File: config.mk
export PLATFORM = sky130hd
export DESIGN_NAME = pwm_push_pull_out
export DESIGN_NICKNAME = d
export VERILOG_FILES = /design/src/rtl/pwm_out_pkg.sv /design/src/rtl/pwm_sync2.sv /design/src/rtl/pwm_dead_band.sv /design/src/rtl/pwm_push_pull_out.sv
export SDC_FILE = /design/constraint.sdc
export NUM_CORES = 1
export LEC_CHECK = 0
export BUFFER_PORTS_ARGS = -buffer_cell sky130_fd_sc_hd__buf_2
export CAP_MARGIN = 20
export CORE_MARGIN = 2
export CORE_UTILIZATION = 56
export DETAILED_ROUTE_END_ITERATION = 16
export PLACE_DENSITY_LB_ADDON = 0.3
export RECOVER_POWER = 50
export SYNTH_ARGS = -nofsm -noshare
export SYNTH_HDL_FRONTEND = slang
export SYNTH_HIERARCHICAL = 1
export SYNTH_SLANG_ARGS = --single-unit
export TNS_END_PERCENT = 1
File: constraint.sdc
create_clock -name clk_sys_i -period 1.84 [get_ports clk_sys_i]
set_input_delay 0.092 -clock clk_sys_i [delete_from_list [all_inputs] [get_ports clk_sys_i]]
set_output_delay 0.092 -clock clk_sys_i [all_outputs]
set_load 0.03 [all_outputs]
File: src/rtl/pwm_out_pkg.sv
package pwm_out_pkg;

  // Output mode encodings
  typedef enum logic [2:0] {
    MODE_OFF       = 3'b000,
    MODE_PP_COMP   = 3'b001,
    MODE_PP_FB4    = 3'b010,
    MODE_PP_FB6    = 3'b011,
    MODE_SKIP      = 3'b100,
    MODE_SKIP_COMP = 3'b101
  } out_mode_type;

  // Width of the dead-band counts
  localparam int DB_WIDTH = 8;

  // Values after reset
  localparam logic       RST_OUT    = 1'b0;
  localparam logic       RST_ODD    = 1'b1;
  localparam logic [7:0] RST_DB_CNT = 8'h00;
endpackage

File: src/rtl/pwm_sync2.sv
module pwm_sync2 (
  input  wire logic clk_i,   // Sampling clock
  input  wire logic rst_n_i, // Async reset, active low
  input  wire logic d_i,     // Asynchronous level
  output logic      q_o      // Synchronised level
);
  logic meta_q;

  // Two-stage synchroniser; the first stage feeds only the second
  always_ff @(posedge clk_i or negedge rst_n_i) begin
    if (!rst_n_i) begin
      meta_q <= 1'b0;
      q_o    <= 1'b0;
    end else begin
      meta_q <= d_i;
      q_o    <= meta_q;
    end
  end
endmodule

File: src/rtl/pwm_dead_band.sv
module pwm_dead_band #(
  parameter int WIDTH = 8
) (
  input  wire logic             clk_i,   // Unit clock
  input  wire logic             rst_n_i, // Async reset, active low
  input  wire logic             start_i, // Start a dead-band delay
  input  wire logic             en_i,    // Dead-band enabled
  input  wire logic [WIDTH-1:0] len_i,   // Delay length in cycles
  output logic                  fire_o   // One-cycle pulse when delay ends
);
  logic [WIDTH-1:0] cnt_q;
  logic             busy_q;

  // Delay counter; restarts on a new start, fires immediately if disabled
  always_ff @(posedge clk_i or negedge rst_n_i) begin
    if (!rst_n_i) begin
      cnt_q  <= WIDTH'(pwm_out_pkg::RST_DB_CNT);
      busy_q <= 1'b0;
      fire_o <= 1'b0;
    end else begin
      fire_o <= 1'b0;
      if (start_i) begin
        if (!en_i || len_i == '0) begin
          busy_q <= 1'b0;
          fire_o <= 1'b1;
        end else begin
          busy_q <= 1'b1;
          cnt_q  <= len_i - WIDTH'(1);
        end
      end else if (busy_q) begin
        if (cnt_q == '0) begin
          busy_q <= 1'b0;
          fire_o <= 1'b1;
        end else begin
          cnt_q <= cnt_q - WIDTH'(1);
        end
      end
    end
  end
endmodule

File: src/rtl/pwm_push_pull_out.sv
module pwm_push_pull_out #(
  parameter int DB_W     = pwm_out_pkg::DB_WIDTH,
  parameter int N_SRC    = 4
) (
  input  wire logic             clk_sys_i,    // Unit clock, 250 MHz
  input  wire logic             reset_n_i,    // Async reset, active low
  input  wire logic             enable_i,     // Unit enabled
  input  wire logic [2:0]       mode_i,       // Output mode select
  input  wire logic             period_evt_i, // Period event pulse
  input  wire logic             rise_evt_i,   // Synchronous rising event
  input  wire logic             fall_evt_i,   // Falling event pulse
  input  wire logic [N_SRC-1:0] rise_src_i,   // Async rising sources
  input  wire logic [N_SRC-1:0] rise_src_en_i, // Rising source enables
  input  wire logic             db_rise_en_i, // Rising dead-band enable
  input  wire logic             db_fall_en_i, // Falling dead-band enable
  input  wire logic [DB_W-1:0]  db_rise_len_i, // Rising dead-band cycles
  input  wire logic [DB_W-1:0]  db_fall_len_i, // Falling dead-band cycles
  output logic                  drive_out_a_o, // Output A
  output logic                  drive_out_b_o, // Output B
  output logic                  drive_out_c_o, // Output C
  output logic                  drive_out_d_o, // Output D
  output logic                  drive_out_e_o, // Output E
  output logic                  drive_out_f_o, // Output F
  output logic                  odd_period_o  // Current period is odd
);

  logic                 rst_meta_q;
  logic                 rst_n_q;
  logic [N_SRC-1:0]     src_sync;
  logic                 en_q;
  logic                 odd_q;
  pwm_out_pkg::out_mode_type mode_sel;
  logic                 is_bridge;
  logic                 is_skip_any;
  logic                 qual_q;
  logic                 rise_ok;
  logic                 is_comp;
  logic                 is_fb4;
  logic                 is_fb6;
  logic                 is_skip;
  logic                 is_skc;
  logic                 use_db;
  logic                 db_r_start;
  logic                 db_f_start;
  logic                 db_r_fire;
  logic                 db_f_fire;
  logic                 rise_pair_q;
  logic                 fall_pair_q;
  logic                 a_q;
  logic                 b_q;
  logic                 e_q;
  logic                 f_q;

  // Reset release through two flip-flops
  always_ff @(posedge clk_sys_i or negedge reset_n_i) begin
    if (!reset_n_i) begin
      rst_meta_q <= 1'b0;
      rst_n_q    <= 1'b0;
    end else begin
      rst_meta_q <= 1'b1;
      rst_n_q    <= rst_meta_q;
    end
  end

  // Synchronise the asynchronous rising-edge sources
  genvar gi;
  generate
    for (gi = 0; gi < N_SRC; gi++) begin : g_src
      pwm_sync2 u_sync (
        .clk_i   (clk_sys_i),
        .rst_n_i (rst_n_q),
        .d_i     (rise_src_i[gi]),
        .q_o     (src_sync[gi])
      );
    end
  endgenerate

  // Mode decode; codes beyond the table select no mode at all
  assign mode_sel    = pwm_out_pkg::out_mode_type'(mode_i);
  assign is_comp     = (mode_sel == pwm_out_pkg::MODE_PP_COMP);
  assign is_fb4      = (mode_sel == pwm_out_pkg::MODE_PP_FB4);
  assign is_fb6      = (mode_sel == pwm_out_pkg::MODE_PP_FB6);
  assign is_skip     = (mode_sel == pwm_out_pkg::MODE_SKIP);
  assign is_skc      = (mode_sel == pwm_out_pkg::MODE_SKIP_COMP);
  assign is_bridge   = is_fb4 | is_fb6;
  assign is_skip_any = is_skip | is_skc;
  // Dead-band only where a complement exists, never in four-output mode
  assign use_db      = is_comp | is_fb6 | is_skc;

  // Enable history, to spot the start of a run
  always_ff @(posedge clk_sys_i or negedge rst_n_q) begin
    if (!rst_n_q) begin
      en_q <= 1'b0;
    end else begin
      en_q <= enable_i;
    end
  end

  // Period parity: first period after enable is odd
  always_ff @(posedge clk_sys_i or negedge rst_n_q) begin
    if (!rst_n_q) begin
      odd_q <= pwm_out_pkg::RST_ODD;
    end else if (enable_i && !en_q) begin
      odd_q <= pwm_out_pkg::RST_ODD;
    end else if (enable_i && period_evt_i) begin
      odd_q <= ~odd_q;
    end
  end

  // Pulse qualification at the period event
  always_ff @(posedge clk_sys_i or negedge rst_n_q) begin
    if (!rst_n_q) begin
      qual_q <= 1'b0;
    end else if (!enable_i) begin
      qual_q <= 1'b0;
    end else if (period_evt_i) begin
      qual_q <= |(src_sync & rise_src_en_i);
    end else if (rise_evt_i) begin
      qual_q <= 1'b0;
    end
  end

  // Skip modes take the rise only when qualified; others always
  assign rise_ok = is_skip_any ? qual_q : 1'b1;

  // Dead-band starts coincide with the inactive step of each transition
  assign db_r_start = enable_i & use_db & rise_evt_i & rise_ok;
  assign db_f_start = enable_i & use_db & fall_evt_i;

  // Rising dead-band timer
  pwm_dead_band #(.WIDTH(DB_W)) u_db_rise (
    .clk_i   (clk_sys_i),
    .rst_n_i (rst_n_q),
    .start_i (db_r_start),
    .en_i    (db_rise_en_i),
    .len_i   (db_rise_len_i),
    .fire_o  (db_r_fire)
  );

  // Falling dead-band timer
  pwm_dead_band #(.WIDTH(DB_W)) u_db_fall (
    .clk_i   (clk_sys_i),
    .rst_n_i (rst_n_q),
    .start_i (db_f_start),
    .en_i    (db_fall_en_i),
    .len_i   (db_fall_len_i),
    .fire_o  (db_f_fire)
  );

  // Pair that a pending rising dead-band belongs to
  always_ff @(posedge clk_sys_i or negedge rst_n_q) begin
    if (!rst_n_q) begin
      rise_pair_q <= pwm_out_pkg::RST_ODD;
    end else if (db_r_start) begin
      rise_pair_q <= odd_q;
    end
  end

  // Pair that a pending falling dead-band belongs to
  always_ff @(posedge clk_sys_i or negedge rst_n_q) begin
    if (!rst_n_q) begin
      fall_pair_q <= pwm_out_pkg::RST_ODD;
    end else if (db_f_start) begin
      fall_pair_q <= odd_q;
    end
  end

  // Output A: odd leg of push-pull, the primary in the skip modes
  always_ff @(posedge clk_sys_i or negedge rst_n_q) begin
    if (!rst_n_q) begin
      a_q <= pwm_out_pkg::RST_OUT;
    end else if (!enable_i) begin
      a_q <= pwm_out_pkg::RST_OUT;
    end else begin
      unique case (mode_sel)
        pwm_out_pkg::MODE_PP_COMP,
        pwm_out_pkg::MODE_PP_FB6: begin
          if (db_r_fire && rise_pair_q) begin
            a_q <= 1'b1;
          end else if (fall_evt_i && odd_q) begin
            a_q <= 1'b0;
          end
        end
        pwm_out_pkg::MODE_PP_FB4: begin
          if (fall_evt_i && odd_q) begin
            a_q <= 1'b0;
          end else if (rise_evt_i && odd_q) begin
            a_q <= 1'b1;
          end
        end
        pwm_out_pkg::MODE_SKIP: begin
          if (fall_evt_i) begin
            a_q <= 1'b0;
          end else if (rise_evt_i && rise_ok) begin
            a_q <= 1'b1;
          end
        end
        pwm_out_pkg::MODE_SKIP_COMP: begin
          if (fall_evt_i) begin
            a_q <= 1'b0;
          end else if (db_r_fire) begin
            a_q <= 1'b1;
          end
        end
        pwm_out_pkg::MODE_OFF: begin
          a_q <= pwm_out_pkg::RST_OUT;
        end
        default: begin
          a_q <= pwm_out_pkg::RST_OUT;
        end
      endcase
    end
  end

  // Output B: even leg of push-pull, the complement in skip-comp mode
  always_ff @(posedge clk_sys_i or negedge rst_n_q) begin
    if (!rst_n_q) begin
      b_q <= pwm_out_pkg::RST_OUT;
    end else if (!enable_i) begin
      b_q <= pwm_out_pkg::RST_OUT;
    end else begin
      unique case (mode_sel)
        pwm_out_pkg::MODE_PP_COMP,
        pwm_out_pkg::MODE_PP_FB6: begin
          if (db_r_fire && !rise_pair_q) begin
            b_q <= 1'b1;
          end else if (fall_evt_i && !odd_q) begin
            b_q <= 1'b0;
          end
        end
        pwm_out_pkg::MODE_PP_FB4: begin
          if (fall_evt_i && !odd_q) begin
            b_q <= 1'b0;
          end else if (rise_evt_i && !odd_q) begin
            b_q <= 1'b1;
          end
        end
        pwm_out_pkg::MODE_SKIP: begin
          b_q <= pwm_out_pkg::RST_OUT;
        end
        pwm_out_pkg::MODE_SKIP_COMP: begin
          if (db_f_fire) begin
            b_q <= 1'b1;
          end else if (db_r_start) begin
            b_q <= 1'b0;
          end
        end
        pwm_out_pkg::MODE_OFF: begin
          b_q <= pwm_out_pkg::RST_OUT;
        end
        default: begin
          b_q <= pwm_out_pkg::RST_OUT;
        end
      endcase
    end
  end

  // Complement E: odd leg, only in the two modes with a complement pair
  always_ff @(posedge clk_sys_i or negedge rst_n_q) begin
    if (!rst_n_q) begin
      e_q <= pwm_out_pkg::RST_OUT;
    end else if (!enable_i || !(is_comp | is_fb6)) begin
      e_q <= pwm_out_pkg::RST_OUT;
    end else if (db_f_fire && fall_pair_q) begin
      e_q <= 1'b1;
    end else if (rise_evt_i && odd_q) begin
      e_q <= 1'b0;
    end
  end

  // Complement F: even leg, only in the two modes with a complement pair
  always_ff @(posedge clk_sys_i or negedge rst_n_q) begin
    if (!rst_n_q) begin
      f_q <= pwm_out_pkg::RST_OUT;
    end else if (!enable_i || !(is_comp | is_fb6)) begin
      f_q <= pwm_out_pkg::RST_OUT;
    end else if (db_f_fire && !fall_pair_q) begin
      f_q <= 1'b1;
    end else if (rise_evt_i && !odd_q) begin
      f_q <= 1'b0;
    end
  end

  // Primary pins; C and D mirror A and B in the bridge modes only
  always_ff @(posedge clk_sys_i or negedge rst_n_q) begin
    if (!rst_n_q) begin
      drive_out_a_o <= pwm_out_pkg::RST_OUT;
      drive_out_b_o <= pwm_out_pkg::RST_OUT;
      drive_out_c_o <= pwm_out_pkg::RST_OUT;
      drive_out_d_o <= pwm_out_pkg::RST_OUT;
    end else begin
      drive_out_a_o <= a_q;
      drive_out_b_o <= b_q;
      drive_out_c_o <= is_bridge & a_q;
      drive_out_d_o <= is_bridge & b_q;
    end
  end

  // Complement pins
  always_ff @(posedge clk_sys_i or negedge rst_n_q) begin
    if (!rst_n_q) begin
      drive_out_e_o <= pwm_out_pkg::RST_OUT;
      drive_out_f_o <= pwm_out_pkg::RST_OUT;
    end else begin
      drive_out_e_o <= e_q;
      drive_out_f_o <= f_q;
    end
  end

  // Parity pin
  always_ff @(posedge clk_sys_i or negedge rst_n_q) begin
    if (!rst_n_q) begin
      odd_period_o <= pwm_out_pkg::RST_ODD;
    end else begin
      odd_period_o <= odd_q;
    end
  end

endmodule

==> impl_metrics.py <==
metrics = {
    "floorplanning": {
        "die_y_microns": 71.46,
        "dieArea_sq_mm": 0.005107,
        "fp.coreArea_sq_mm": 0.004384,
        "io_pins": 42,
        "start_util_pct": 58.13,
        "num_rows": 24,
        "fp.dieW_microns": 71.46,
    },
    "grt": {
        "grt_first_pass_wirelength_mm": 9.618,
        "grt_pass1_vias": 2217,
        "globalRouteOverflowTotal": 0,
        "grt_use_total_pct": 23.52,
        "grt_max_degree": 45,
        "antenna_found_initial": 0,
    },
    "sta": {
        "fmax_mhz": 508.1,
        "skew_ps": 5.457,
        "worstMarginPinSlew_ps": 1056,
        "fin_ws_ps": -128.0,
        "drv_slew": 0,
        "grt_setup_unrepaired": "yes",
        "post-route-min-period_ps": 1968,
        "period_share_pct": 107.0,
        "hold_viol": 0,
        "tns_ps": -186.3,
        "relSlewSlack_pct": 29.59,
        "setup_viol": 3,
    },
    "routing": {
        "drtPass1Iterations": 4,
        "routed_wl_mm": 5.701,
        "postRouteAntennaNets": 0,
        "drc_errors": 0,
        "num_vias": 2233,
        "route.detailed.wl_per_inst_microns": 14.81,
        "avgViaCountPerCell": 5.800,
        "drt_iter0_markers": 134,
    },
    "worst_setup_path": {
        "start_kind": "flip-flop",
        "r2r_end": "u_db_rise/cnt_q[4]",
        "crit_type": "flip-flop to flip-flop",
        "r2r_slack_ps": -130,
        "reg2reg_from": "qual_q",
        "critPathMaxFanout": 4,
        "arrival_ps": 2160,
        "reg2regPathDepth": 8,
        "required_ps": 2030,
        "critPathCaptureType": "flip-flop",
    },
    "clock_network": {
        "clock_latency_ps": 300,
        "path_clk_slew_ps": 90,
        "htree_levels": 2,
        "clock_sinks": 46,
        "cts_setup_buffers": 0,
        "root_buffer": "clkbuf_8",
        "clockBufferDepth": 2,
        "numCtsBuffers": 5,
        "cts_tree": "done",
    },
    "synthesis": {
        "synthCells": 243,
        "synth-seq-area-share_pct": 45.36,
        "synth_mux_area_share_pct": 4.713,
        "syn_avg_cell_area_sq_um": 10.49,
        "synthAdderAreaFrac_pct": 0.9818,
        "synth_edf_count": 0,
        "synth.ff_latch_count": 46,
        "syn_area_sq_mm": 0.002549,
        "yosysWarnings": 6,
        "synth_ff_type": "dfrtp_1",
        "synth_top_family_by_area": "simple AND/OR/NAND/NOR gates",
        "syn_nets": 280,
        "synthArstFlopShare_pct": 100.0,
        "synth-simple-area-share_pct": 20.37,
        "synth_xor_xnor_area_share_pct": 3.436,
        "synth_compound_gate_area_share_pct": 20.18,
        "synth.distinct_cells": 51,
    },
    "cells_and_area": {
        "ff_latch_area_sq_mm": 0.001157,
        "multi_input_area_sq_mm": 0.001348,
        "most-common-layout-cells": "41 x dfrtp_1, 41 x buf_4, 40 x buf_2",
        "fillers": 294,
        "area_growth_syn_to_layout_pct": 31.37,
        "nets": 369,
        "n_antenna_cell": 0,
        "fin_cells": 385,
        "drive_above_1_share_pct": 39.04,
    },
    "placed_design": {
        "dpl.cell_count": 372,
        "port_buffers": 41,
        "gp_congestion": 0.8609,
        "place_ws_ps": -108.7,
        "hpwlAfterDp_mm": 4.231,
    },
    "pwr": {
        "switching_share_pct": 34.06,
        "peakVddDrop_mv": 0.5767,
        "pwr-share-clk_pct": 20.6,
        "p_int_w": 0.002388,
        "seqPwrFrac_pct": 41.9,
        "pwr_density_cell_mw_per_mm2": 1082,
        "switchingPower_w": 0.001234,
        "leakage_nw": 1.467,
        "p_comb_share_pct": 37.5,
    },
    "worst_hold_path": {
        "whs_endpoint": "odd_q",
        "worstHoldPathType": "input port to flip-flop",
        "hold_path.startpoint": "period_evt_i",
        "holdPathStages": 3,
    },
    "run_status": {
        "status": "finished with violations",
        "violations": "negative setup slack",
    },
    "run": {
        "cap_violations": 0,
    },
}
==> metal layers <==
metal  part of all wire (%)  up-vias  GRT usage, %
met1                     42     1093         28.96
met2                     52       58         41.36
met4                   0.79        0         6.709
met5                      0        -             0
li1                       -     1076             -
met3                    4.5        6         5.345
==> flip-flops by register name, indices dropped and copies added (netlist names), 4 cells and up <==
| name | cells |
|---|---|
| g_src.u_sync/q_o | 4 |
| u_db_fall/cnt_q | 8 |
| g_src.u_sync/meta_q | 4 |
| u_db_rise/cnt_q | 8 |
==> cell usage after synthesis, types with 3 or more instances <==
cell type / number / share of area [%]
o22a_1: 6 / 2.1
nor4b_1: 3 / 1.0
nor3b_1: 7 / 2.1
o21a_1: 3 / 0.88
a21oi_1: 18 / 3.5
nor3_1: 9 / 1.8
nor2b_1: 3 / 0.74
o211ai_1: 3 / 0.88
a22oi_1: 7 / 2.1
xnor2_1: 4 / 1.4
buf_6: 4 / 1.8
nor2_1: 17 / 2.5
dfstp_2: 4 / 4.1
mux2_2: 4 / 1.8
nor3b_2: 3 / 1.5
inv_1: 10 / 1.5
nand2_1: 17 / 2.5
a31oi_1: 3 / 0.74
buf_4: 4 / 1.2
o21ai_0: 12 / 2.4
mux2i_1: 6 / 2.4
xor2_1: 6 / 2.1
nand3_1: 4 / 0.79
nand2b_1: 4 / 0.98
dfrtp_1: 42 / 41
==> cell type report <==
type                            instances  share of cell area, %
Clock inverter                          2                  1.121
Multi-Input combinational cell        177                  40.25
Timing Repair Buffer                   92                  18.83
Tap cell                               52                  1.943
Sequential cell                        46                  34.57
Clock buffer                            6                  2.167
Inverter                               10                  1.121
==> logic make-up after synthesis <==
kind of cell | after synthesis
mux | 11
xor+xnor | 10
compound gates | 70
fa+ha+maj | 2
simple gates | 83
buf+inv | 20
other cells | 1
flops | 46
==> per-stage QoR <==
step	total power (W)	util, %	cell area [sq um]	hold slack (ps)
floorplan	0.002289	-	2589	-203.6
global placement	0.002795	71.75	3146	-123.4
detailed placement	0.002836	71.75	3146	-120.1
CTS	0.003611	75.63	3316	55.98
global route	0.003837	76.37	3348	83.73
finish	0.003622	76.37	3348	91.64
==> repair_timing <==
| action | 4_1_cts | 5_1_grt |
|---|---|---|
| hold endpoints to repair | 6 | 0 |
| gates resized for setup | 2 | 9 |
| pin swaps | 4 | 1 |
| endpoints found under the setup margin | 8 | 10 |
| hold buffers | 5 | 0 |
==> worst max-delay path, cell delays in order, from the launching register on <==
cell,delay [ps]
dfrtp_1,350
nand2b_1,90
a21oi_4,230
mux2i_1,270
ha_2,250
o21a_1,180
mux2_4,320
a21oi_2,120
a21oi_1,50
==> how the worst max path moves through the flow <==
stage	slack, ps	cells after the start	from	to
6_report	-130	8	qual_q	u_db_rise/cnt_q[4]
5_1_grt	-230	8	qual_q	u_db_rise/cnt_q[4]
2_1_floorplan	-350	10	qual_q	u_db_rise/cnt_q[4]
3_5_place_dp	-110	9	mode_i[1]	u_db_rise/cnt_q[4]
3_3_place_gp	-50	9	qual_q	u_db_rise/cnt_q[4]
4_1_cts	-140	8	qual_q	u_db_rise/cnt_q[4]
==> power groups by stage <==
stage / clock network [W] / logic, W / registers [W]
5_1_grt: 0.000799 / 0.00149 / 0.00155
3_3_place_gp: 0 / 0.00128 / 0.00152
3_5_place_dp: 0 / 0.00131 / 0.00153
2_1_floorplan: 0 / 0.000783 / 0.00151
6_report: 0.000745 / 0.00136 / 0.00152
4_1_cts: 0.000764 / 0.00134 / 0.00151
No activity file was read; power rests on OpenSTA's default activity.
